`config.mk`:
```
export PLATFORM = sky130hd
export DESIGN_NAME = dual_timebase_prescaler
export DESIGN_NICKNAME = d
export VERILOG_FILES = /design/src/hw/timebase_pkg.sv /design/src/hw/prescale_stage.sv /design/src/hw/dual_timebase_prescaler.sv
export SDC_FILE = /design/constraint.sdc
export NUM_CORES = 1
export LEC_CHECK = 0
export BUFFER_PORTS_ARGS = -buffer_cell sky130_fd_sc_hd__clkbuf_2
export CAP_MARGIN = 20
export CORE_ASPECT_RATIO = 2
export CORE_MARGIN = 5
export CORE_UTILIZATION = 40
export CTS_CLUSTER_SIZE = 30
export DETAILED_ROUTE_END_ITERATION = 7
export PLACE_DENSITY = 0.55
export SLEW_MARGIN = 5
export SYNTH_ARGS = -nofsm -noshare
export SYNTH_HDL_FRONTEND = slang
export SYNTH_SLANG_ARGS = --single-unit
```
`constraint.sdc`:
```
create_clock -name ref_clk -period 1.9 [get_ports ref_clk]
set_input_delay 0.38 -clock ref_clk [delete_from_list [all_inputs] [get_ports ref_clk]]
set_output_delay 0.38 -clock ref_clk [all_outputs]
set_load 0.01 [all_outputs]
```
`src/hw/timebase_pkg.sv`:
```
/*
  Package for the dual timebase generator: register map, field layout,
  divider constants and filter timing.
  Assumes a plain word-wide register port with a 9-bit byte address.
*/
package timebase_pkg;
  localparam int ADDR_W = 9;
  localparam int DATA_W = 16;
  localparam int CNT_W = 16;
  // Byte offsets inside the 512-byte space
  localparam logic [8:0] MCR_OFS = 9'h000;
  localparam logic [8:0] IRQ_CFG_OFS = 9'h008;
  localparam logic [8:0] T1_CNT_OFS = 9'h040;
  localparam logic [8:0] T2_CNT_OFS = 9'h042;
  // Field positions in the module configuration register
  localparam int STOP_BIT = 15;
  localparam int T1DIV_LO = 13;
  localparam int T2DIV_LO = 11;
  localparam int STF_BIT = 8;
  localparam int EMU_BIT = 7;
  localparam int GATE_BIT = 6;
  localparam int CCS_BIT = 5;
  // Field positions in the interrupt configuration register
  localparam int IRQ_LVL_LO = 8;
  localparam int IRQ_VEC_LO = 4;
  // Divider figures
  localparam int COARSE_SLOW = 32;
  localparam int COARSE_FAST = 4;
  localparam int DIV_EIGHT = 8;
  localparam int DIV_CNT_W = 5;
  // Noise filter: pin must be stable this long to count
  localparam int FILT_NS = 40;
  localparam int CLK_NS = 10;
  localparam int FILT_CYC = (FILT_NS + CLK_NS - 1) / CLK_NS;
  localparam logic [15:0] ZERO_WORD = 16'h0000;

  // Configuration carried to the timebase core
  typedef struct packed {
    logic stop;
    logic coarse_clock_select;
    logic gate_mode_select;
    logic [1:0] timebase_one_divide;
    logic [1:0] timebase_two_divide;
  } tb_cfg_t;
endpackage

```
`src/hw/prescale_stage.sv`:
```
/*
  Binary prescaler: pulses once every 1, 2, 4 or 8 input ticks.
  Assumes tick_in is a one-cycle pulse in the ref_clk domain.
*/
`timescale 1ns/100ps
module prescale_stage (
  input wire logic ref_clk,
  input wire logic reset_n,
  input wire logic tick_in,
  input wire logic [1:0] code,
  output logic tick_out
);
  logic [2:0] cnt_r, cnt_nxt;
  logic [2:0] limit;
  logic tick_out_nxt;

  // Limit is 2**code - 1
  always_comb
  begin
    limit = 3'((4'h1 << code) - 4'h1);
    cnt_nxt = cnt_r;
    tick_out_nxt = 1'b0;
    if (tick_in)
    begin
      if (cnt_r >= limit)
      begin
        cnt_nxt = 3'h0;
        tick_out_nxt = 1'b1;
      end
      else
        cnt_nxt = 3'(cnt_r + 3'h1);
    end
  end

  // Cleared by module reset
  always_ff @(posedge ref_clk)
  begin
    if (!reset_n)
    begin
      cnt_r <= 3'h0;
      tick_out <= 1'b0;
    end
    else
    begin
      cnt_r <= cnt_nxt;
      tick_out <= tick_out_nxt;
    end
  end
endmodule // prescale_stage

```
`src/hw/dual_timebase_prescaler.sv`:
```
/*
  Dual timebase generator with its configuration registers.
  Assumes a single-cycle register port, read data one cycle later,
  and an external timebase pin that may be asynchronous.
*/
// Contract
// [RULE1] Host uses word accesses only
// [RULE2] Decode 512 bytes, unused reads zero
// [RULE3] Coarse divide 32 or 4 by select
// [RULE4] First prescaler divides by 1,2,4,8
// [RULE5] Gate bit picks pin clock or gate
// [RULE6] Gated mode, pin low blocks counting
// [RULE7] Gated mode, pin high counts div-eight
// [RULE8] Clock mode syncs and filters the pin
// [RULE9] Second prescaler 1,2,4,8 after source
// [RULE10] Hold interrupt level and vector
// [RULE11] Emulation bit writable once after reset
// [RULE12] Stop freezes counters, sets stop flag
// [RULE13] 16-bit wrapping counters, reset clears
`timescale 1ns/100ps
module dual_timebase_prescaler #(
  parameter int CNT_W = timebase_pkg::CNT_W
) (
  input wire logic ref_clk,
  input wire logic reset_n,
  input wire logic [timebase_pkg::ADDR_W-1:0] reg_addr,
  input wire logic [timebase_pkg::DATA_W-1:0] reg_wdata,
  input wire logic reg_wr,
  input wire logic reg_rd,
  output logic [timebase_pkg::DATA_W-1:0] reg_rdata,
  input wire logic ext_timebase_pin,
  output logic emulation_enable,
  output logic stop_flag
);
  ////////////////////////////////////////////////////////////////////////
  // Configuration registers
  timebase_pkg::tb_cfg_t cfg_r, cfg_nxt;
  logic emu_r, emu_nxt;
  logic emu_locked_r, emu_locked_nxt;
  logic [2:0] irq_level_r, irq_level_nxt;
  logic [3:0] irq_vector_r, irq_vector_nxt;
  logic [15:0] rdata_nxt;
  logic stop_flag_nxt;
  logic [CNT_W-1:0] timebase_one_counter_r, timebase_one_counter_nxt;
  logic [CNT_W-1:0] timebase_two_counter_r, timebase_two_counter_nxt;
  logic [15:0] mcr_view;

  assign mcr_view = {cfg_r.stop, cfg_r.timebase_one_divide, cfg_r.timebase_two_divide,
                     2'b00, stop_flag, emu_r, cfg_r.gate_mode_select,
                     cfg_r.coarse_clock_select, 5'h00};

  // Register writes; byte lanes do not exist, so all accesses are words
  always_comb
  begin
    cfg_nxt = cfg_r;
    emu_nxt = emu_r;
    emu_locked_nxt = emu_locked_r;
    irq_level_nxt = irq_level_r;
    irq_vector_nxt = irq_vector_r;
    if (reg_wr) // RULE1
    begin
      if (reg_addr == timebase_pkg::MCR_OFS)
      begin
        cfg_nxt.stop = reg_wdata[timebase_pkg::STOP_BIT];
        cfg_nxt.timebase_one_divide = reg_wdata[timebase_pkg::T1DIV_LO +: 2];
        cfg_nxt.timebase_two_divide = reg_wdata[timebase_pkg::T2DIV_LO +: 2];
        cfg_nxt.gate_mode_select = reg_wdata[timebase_pkg::GATE_BIT];
        cfg_nxt.coarse_clock_select = reg_wdata[timebase_pkg::CCS_BIT];
        if (!emu_locked_r)
        begin
          emu_nxt = reg_wdata[timebase_pkg::EMU_BIT]; // RULE11
          emu_locked_nxt = 1'b1; // RULE11
        end
      end
      else if (reg_addr == timebase_pkg::IRQ_CFG_OFS)
      begin
        irq_level_nxt = reg_wdata[timebase_pkg::IRQ_LVL_LO +: 3]; // RULE10
        irq_vector_nxt = reg_wdata[timebase_pkg::IRQ_VEC_LO +: 4]; // RULE10
      end
    end
  end

  // Read mux; anything unmapped in the space reads zero
  always_comb
  begin
    rdata_nxt = timebase_pkg::ZERO_WORD;
    if (reg_rd)
    begin
      if (reg_addr == timebase_pkg::MCR_OFS)
        rdata_nxt = mcr_view;
      else if (reg_addr == timebase_pkg::IRQ_CFG_OFS)
        rdata_nxt = {5'h00, irq_level_r, irq_vector_r, 4'h0};
      else if (reg_addr == timebase_pkg::T1_CNT_OFS)
        rdata_nxt = 16'(timebase_one_counter_r);
      else if (reg_addr == timebase_pkg::T2_CNT_OFS)
        rdata_nxt = 16'(timebase_two_counter_r);
      else
        rdata_nxt = timebase_pkg::ZERO_WORD; // RULE2
    end
  end

  // Config and read data flops; read data fall back to zero next cycle
  always_ff @(posedge ref_clk)
  begin
    if (!reset_n)
    begin
      cfg_r <= '0;
      emu_r <= 1'b0;
      emu_locked_r <= 1'b0;
      irq_level_r <= 3'h0;
      irq_vector_r <= 4'h0;
      reg_rdata <= 16'h0000;
    end
    else
    begin
      cfg_r <= cfg_nxt;
      emu_r <= emu_nxt;
      emu_locked_r <= emu_locked_nxt;
      irq_level_r <= irq_level_nxt;
      irq_vector_r <= irq_vector_nxt;
      reg_rdata <= rdata_nxt;
    end
  end

  ////////////////////////////////////////////////////////////////////////
  // Internal dividers: one free counter gives /4, /8 and /32 ticks
  logic [timebase_pkg::DIV_CNT_W-1:0] div_r, div_nxt;
  logic coarse_tick, sysclk_div_eight;
  localparam logic [4:0] SLOW_LAST = 5'(timebase_pkg::COARSE_SLOW - 1);
  localparam logic [4:0] FAST_MASK = 5'(timebase_pkg::COARSE_FAST - 1);
  localparam logic [4:0] EIGHT_MASK = 5'(timebase_pkg::DIV_EIGHT - 1);

  // Stop halts the divider too, so no partial period leaks through
  always_comb
  begin
    div_nxt = cfg_r.stop ? div_r : 5'(div_r + 5'h01); // RULE12
    if (cfg_r.stop)
    begin
      coarse_tick = 1'b0;
      sysclk_div_eight = 1'b0;
    end
    else
    begin
      coarse_tick = cfg_r.coarse_clock_select ? ((div_r & FAST_MASK) == FAST_MASK)
                                              : (div_r == SLOW_LAST); // RULE3
      sysclk_div_eight = ((div_r & EIGHT_MASK) == EIGHT_MASK);
    end
  end

  ////////////////////////////////////////////////////////////////////////
  // Pin synchroniser and noise filter
  logic pin_meta_r, pin_sync_r, filt_r, filt_d_r;
  logic [3:0] filt_cnt_r, filt_cnt_nxt;
  logic filt_nxt;
  localparam logic [3:0] FILT_LAST = 4'(timebase_pkg::FILT_CYC - 1);

  // Level must hold for the filter time before it is believed
  always_comb
  begin
    filt_nxt = filt_r;
    filt_cnt_nxt = 4'h0;
    if (pin_sync_r != filt_r)
    begin
      if (filt_cnt_r >= FILT_LAST)
        filt_nxt = pin_sync_r; // RULE8
      else
        filt_cnt_nxt = 4'(filt_cnt_r + 4'h1);
    end
  end

  // Divider, two-flop synchroniser and filter state
  always_ff @(posedge ref_clk)
  begin
    if (!reset_n)
    begin
      div_r <= 5'h00;
      pin_meta_r <= 1'b0;
      pin_sync_r <= 1'b0;
      filt_r <= 1'b0;
      filt_d_r <= 1'b0;
      filt_cnt_r <= 4'h0;
    end
    else
    begin
      div_r <= div_nxt;
      pin_meta_r <= ext_timebase_pin; // RULE8
      pin_sync_r <= pin_meta_r;
      filt_r <= filt_nxt;
      filt_d_r <= filt_r;
      filt_cnt_r <= filt_cnt_nxt;
    end
  end

  ////////////////////////////////////////////////////////////////////////
  // Source selection and prescalers
  logic t2_src, t1_tick, t2_tick, ext_rise;
  assign ext_rise = filt_r & ~filt_d_r;

  // Gate mode uses the filtered level, so gate glitches are rejected too
  always_comb
  begin
    if (cfg_r.stop)
      t2_src = 1'b0; // RULE12
    else if (cfg_r.gate_mode_select) // RULE5
      t2_src = sysclk_div_eight & filt_r; // RULE6 RULE7
    else
      t2_src = ext_rise; // RULE8
  end

  prescale_stage u_pre_one (
    .ref_clk(ref_clk),
    .reset_n(reset_n),
    .tick_in(coarse_tick),
    .code(cfg_r.timebase_one_divide), // RULE4
    .tick_out(t1_tick)
  );

  prescale_stage u_pre_two (
    .ref_clk(ref_clk),
    .reset_n(reset_n),
    .tick_in(t2_src),
    .code(cfg_r.timebase_two_divide), // RULE9
    .tick_out(t2_tick)
  );

  ////////////////////////////////////////////////////////////////////////
  // Timebase counters and stop flag
  always_comb
  begin
    timebase_one_counter_nxt = timebase_one_counter_r;
    timebase_two_counter_nxt = timebase_two_counter_r;
    if (t1_tick && !cfg_r.stop)
      timebase_one_counter_nxt = CNT_W'(timebase_one_counter_r + 1'b1); // RULE13
    if (t2_tick && !cfg_r.stop)
      timebase_two_counter_nxt = CNT_W'(timebase_two_counter_r + 1'b1); // RULE13
    stop_flag_nxt = cfg_r.stop; // RULE12
  end

  // Counter and status flops
  always_ff @(posedge ref_clk)
  begin
    if (!reset_n)
    begin
      timebase_one_counter_r <= '0; // RULE13
      timebase_two_counter_r <= '0;
      stop_flag <= 1'b0;
      emulation_enable <= 1'b0;
    end
    else
    begin
      timebase_one_counter_r <= timebase_one_counter_nxt;
      timebase_two_counter_r <= timebase_two_counter_nxt;
      stop_flag <= stop_flag_nxt;
      emulation_enable <= emu_nxt;
    end
  end
endmodule // dual_timebase_prescaler

```
# Word-level counts from Yosys, hierarchy flattened
# Index checks and enable logic that the tools add are counted.
# W data, S select, Z words.
classes:
  add_sub_neg: 8
  n_lt_le_gt_ge: 3
  eq_ne: 7
  n_shift: 2
  muxes: 13
  bitwise: 8
  n_reduce_logical: 14
ops:
  columns: ["cell", "n"]
  rows:
  - ["$mux W16", 4]
  - ["$add A16 B1 Y16 const B", 2]
  - ["$eq A9 B7 Y1 const B", 2]
  - ["$reduce_and A2 Y1", 5]
  - ["$eq A9 B4 Y1 const B", 1]
  - ["$logic_not A9 Y1", 1]
  - ["$mux W1", 7]
  - ["$add A3 B1 Y3 const B", 2]
  - ["$ge A3 B3 Y1", 2]
  - ["$mux W3", 2]
  - ["$not A1 Y1", 6]
  - ["$reduce_and A3 Y1", 2]
  - ["$reduce_or A3 Y1", 2]
  - ["$shl A1 B2 Y3 const A", 2]
  - ["$sub A3 B1 Y3 const B", 2]
  - ["$add A5 B1 Y5 const B", 1]
  - ["$eq A5 B5 Y1 const B", 1]
  - ["$add A4 B1 Y4 const B", 1]
  - ["$ge A4 B2 Y1 const B", 1]
  - ["$reduce_or A4 Y1", 1]
  - ["$eq A3 B3 Y1 const B", 1]
  - ["$and A1 B1 Y1", 2]
  - ["$eq A2 B2 Y1 const B", 1]
  - ["$logic_and A1 B1 Y1", 2]
  - ["other kinds (2)", 2]
word_totals:
  register_bits: 86
  inputBits: 30

# Longest topological paths before layout
logic_depth:
  depth_word: 6
  mapped_depth: 7
  mapped_depth_nobuf: 7

# Hierarchy
# From an unflattened synthesis, not the netlist that was laid out.
unflattened:
  hier_cells: 416
  hier_area_um2: 3870.0
by_module_without_submodules:
  columns: ["module", "n_inst", "cells_per_inst", "area_each_um2"]
  rows:
  - ["dual_timebase_prescaler", 1, 360, 3304.4]
  - ["prescale_stage", 2, 28, 282.8]

# Worst setup path after synthesis
# No wires, ideal clock.
synth_path:
  path_kind: "register -> register"
  startpoint: "reg cfg_r[2] (netlist bit)"
  endpoint: "reg u_pre_one.cnt_r[2]"
  setup_time_ns: 0.116
  arrival_ns: 1.511
  setup_slack_ns: 0.273
  path_stages_with_launch: 7
  n_path_buf: 0
  period_less_slack_ns: 1.627
  path_cell_list: "dfxtp_1 > or2_2 > ha_1 > nor2b_1 > o21ai_0 > o21ai_0 > a31o_1"
synth_via:
  elab_chain_len: 4
synth_lines:
  columns: ["element", "line", "source"]
  rows:
  - ["start, declared", "dual_timebase_prescaler.sv:37", "timebase_pkg::tb_cfg_t cfg_r, cfg_nxt;"]
  - ["start signal, assigned", "dual_timebase_prescaler.sv:116", "cfg_r <= cfg_nxt;"]
  - ["$shl A1 B2 Y3", "prescale_stage.sv:20", "limit = 3'((4'h1 << code) - 4'h1);"]
  - ["$sub A3 B1 Y3", "prescale_stage.sv:20", null]
  - ["$ge A3 B3 Y1", "prescale_stage.sv:25", "if (cnt_r >= limit)"]
  - ["$mux W3", "prescale_stage.sv:25", null]
  - ["end signal, assigned", "prescale_stage.sv:45", "cnt_r <= cnt_nxt;"]
  - ["end, declared", "prescale_stage.sv:13", "logic [2:0] cnt_r, cnt_nxt;"]
# No other way between the ends.
# A chain may end at the register's enable or synchronous reset.

# Final worst setup path
layout_path:
  startpoint: "reg div_r[0] (netlist bit)"
  endpoint: "reg u_pre_one.cnt_r[0]"
layout_via:
  elab_chain_len: 3
  elab_cells_between_ends: 4
layout_lines:
  columns: ["element", "line", "source"]
  rows:
  - ["start, declared", "dual_timebase_prescaler.sv:127", "logic [timebase_pkg::DIV_CNT_W-1:0] div_r, div_nxt;"]
  - ["start signal, assigned", "dual_timebase_prescaler.sv:185", "div_r <= div_nxt;"]
  - ["$eq A5 B5 Y1 / $eq A2 B2 Y1 (equally long branches)", "dual_timebase_prescaler.sv:145, dual_timebase_prescaler.sv:144", null]
  - ["$mux W1 (*)", "dual_timebase_prescaler.sv:144", "coarse_tick = cfg_r.coarse_clock_select ? ((div_r & FAST_MASK) == FAST_MASK)"]
  - ["$mux W1 (*)", "dual_timebase_prescaler.sv:137", "if (cfg_r.stop)"]
# Mark *: on every way between the ends. The rest lies on a longest branch, timed or not.

==> results.cfg <==
[global_route]
grt_busiest_layer = met2
grt_max_degree = 41
use_met3 = 0.03515
grt_antenna_before_repair = 0
track_usage = 0.1671
grtUsageMet1 = 0.1550
grt_pass1_wl_microns = 15020
gr-usage-met2 = 0.3188
grt_pass1_vias = 3190
grt_overflow_total = 0

[pwr]
ir_drop_v = 0.0004847
p_switching_mw = 0.8120
pwr-share-seq = 0.475
total_power_mw = 3.834
intPower_mw = 3.022
powerDensity_mw_per_mm2 = 837.3
switching_share = 0.2118
share_comb_of_total_power = 0.038
p_leak_nw = 1.812
clkPwrFrac = 0.487

[finish]
num_antenna_cells = 0
area_growth_pct = 19.57
layout_common_cells = dfxtp_1 (86), nor2_1 (54), clkbuf_2 (43)
final_nets = 526
final_common_cell = dfxtp_1
drive_above_1_share = 0.1910
final_cells = 591
final_util = 0.4880
final_cell_area_sq_mm = 0.004579

[worst_hold_path]
holdPathEnd = pin_meta_r$_SDFF_PN0_
min_from = ext_timebase_pin
hold_class = input pin to register
hold_depth = 2

[timing]
layout_setup_ws_ps = 112.7
grt_setup_unrepaired = false
max_clock_freq_ghz = 0.5595
drv_slew = 0
setup_viol = 0
skew_ps = 8.674
finalHoldViolCount = 0
fin_tns_setup_ps = 0
finalCriticalPeriod_ps = 1787
holdWs_ps = 243.0
fin_crit_sh = 0.9407

[synth]
synth_top_flop_cell = dfxtp_1
syn_avg_cell_area_sq_um = 8.948
netlist_instances = 428
synth-seq-cells = 86
ys_seq_area_frac = 0.4495
yosysWarnings = 0
postSynth.asyncResetShare = 0
post_synth_instance_area_sq_mm = 0.003830
synth_edf_count = 0
ys_types = 48

[clocking]
cts-root-buf = clkbuf_16
post_cts.repair.setup_buffers = 0
clkTransAtPathRegs_ps = 60
h-tree-depth = 3
cts_buffer_depth = 2
cts_tree = done
cts_buffers = 9
cts_num_sinks = 86
worstSkewPairLatency_ps = 350

[critical_path]
cp.arrival_ps = 2060
r2r_start = div_r[0]$_SDFFE_PN0N_
slowest_stage = dfxtp_1
rrSetupSlack_ps = 110
cp_top_family = simple AND/OR/NAND/NOR gates
criticalPathCategory = register to register
path_cells = ha_2 > and3_1 > ha_1 > mux2i_1 > or2_1 > or3_1 > a21oi_1
max_stage_delay_ps = 360
cp_max_fo = 5
cp-end-kind = register
path_buf_inv = 0
crit_path_start_kind = register
reg2reg_depth = 7
critPathRequiredTime_ps = 2180
reg2reg_to = u_pre_one.cnt_r[0]$_SDFFE_PN0P_

[placement]
hpwl_microns = 7179
gp_congestion = 0.7919
postPlaceCellArea_sq_mm = 0.004262
dp.cells = 575
io_buffer_count = 43
place_ws_ps = 74.02

[die]
num_io_pins = 48
start_util = 0.4081
die_h_microns = 148.4
chipWidth_microns = 79.19
num_rows = 50
coreArea_sq_mm = 0.009384
die-area_sq_mm = 0.01175

[route]
drt-initial-drc-count = 143
drtAntennaViolNets = 0
vias = 3161
wl_per_cell_microns = 15.70
drcViolationCount = 0
routed_via_density = 5.349
dr.pass1.iters = 4
wl_microns = 9279

[status]
status = finished clean

[job]
max-cap-violations = 0
-- cell type report --
class                           count  area [sq um]
Inverter                            9         33.78
Fill cell                         934          4805
Clock inverter                      6         86.33
Clock buffer                       10         229.0
Tap cell                          104         130.1
Timing Repair Buffer               61         375.4
Sequential cell                    86          1722
Multi-Input combinational cell    315          2003
-- registers in the layout (all words and copies together) (netlist names), 3 cells and up --
register                cells
div_r                       5
reg_rdata                  16
u_pre_one.cnt_r             3
u_pre_two.cnt_r             3
cfg_r                       6
filt_cnt_r                  4
timebase_two_counter_r     16
timebase_one_counter_r     16
irq_vector_r                4
irq_level_r                 3
-- worst max path at each step --
| stage | from | endpoint | slack, ps | cells after the start |
|---|---|---|---|---|
| global placement | cfg_r[3]$_SDFFE_PN0P_ | u_pre_one.cnt_r[2]$_SDFFE_PN0P_ | 90 | 6 |
| detailed placement | cfg_r[3]$_SDFFE_PN0P_ | u_pre_one.cnt_r[2]$_SDFFE_PN0P_ | 70 | 6 |
| CTS | cfg_r[3]$_SDFFE_PN0P_ | u_pre_one.cnt_r[2]$_SDFFE_PN0P_ | 60 | 6 |
| finish | div_r[0]$_SDFFE_PN0N_ | u_pre_one.cnt_r[0]$_SDFFE_PN0P_ | 110 | 7 |
| floorplan | cfg_r[2]$_SDFFE_PN0P_ | u_pre_one.cnt_r[2]$_SDFFE_PN0P_ | 270 | 6 |
| global route | div_r[0]$_SDFFE_PN0N_ | u_pre_one.cnt_r[0]$_SDFFE_PN0P_ | 10 | 7 |
-- cells in the mapped netlist, types with 3 or more instances --
library cell | instances | area share
clkbuf_1 | 13 | 0.013
o21a_1 | 3 | 0.0059
o21ai_0 | 9 | 0.012
a22oi_1 | 5 | 0.0098
a31o_1 | 3 | 0.0069
nor4_1 | 4 | 0.0065
mux2i_1 | 19 | 0.050
nor2_1 | 54 | 0.053
or3_1 | 4 | 0.0065
nand2b_1 | 5 | 0.0082
nand4_1 | 13 | 0.021
o21ai_1 | 15 | 0.020
and3_1 | 6 | 0.0098
xor2_1 | 14 | 0.032
or2_2 | 3 | 0.0049
inv_1 | 9 | 0.0088
ha_1 | 14 | 0.046
nand2_1 | 32 | 0.031
buf_2 | 5 | 0.0065
a21oi_1 | 17 | 0.022
mux2_2 | 5 | 0.015
nor2b_1 | 4 | 0.0065
nor3_1 | 13 | 0.017
dfxtp_1 | 86 | 0.45
nand3_1 | 27 | 0.035
xnor2_1 | 12 | 0.027
and2_1 | 5 | 0.0082
-- what timing repair did --
action,4_1_cts,5_1_grt
resized for setup,0,2
endpoints found under the setup margin,0,2
endpoints found under the hold margin,0,0
hold buffers,0,0
-- cells by family (layout without fill, tap and decap cells) --
family                     after synthesis  in the layout  synth area share
other                                    1              2         0.0009791
and+or+nand+nor                        192            192            0.2640
muxes                                   24             24           0.06436
xor gates and xnor gates                26             26           0.05946
adders and majority gates               14             14           0.04574
buffers and inverters                   28             86           0.02907
DFF                                     86             86            0.4495
AOI/OAI and AO/OA                       57             57           0.08690
-- per-layer routing --
metal  share of wire  wire length (microns)
met4           0.038                    354
met2            0.57                   5292
met3           0.024                    221
met1            0.37                   3410
met5               0                      0
-- power groups by stage --
stage / Sequential [mW] / Clock [mW] / Combinational, mW
CTS: 1.82 / 1.90 / 0.147
finish: 1.82 / 1.87 / 0.145
detailed placement: 1.86 / 0 / 0.146
global placement: 1.86 / 0 / 0.145
floorplan: 1.86 / 0 / 0.0789
global route: 1.82 / 1.99 / 0.160
Power figures use the tool's default switching activity.
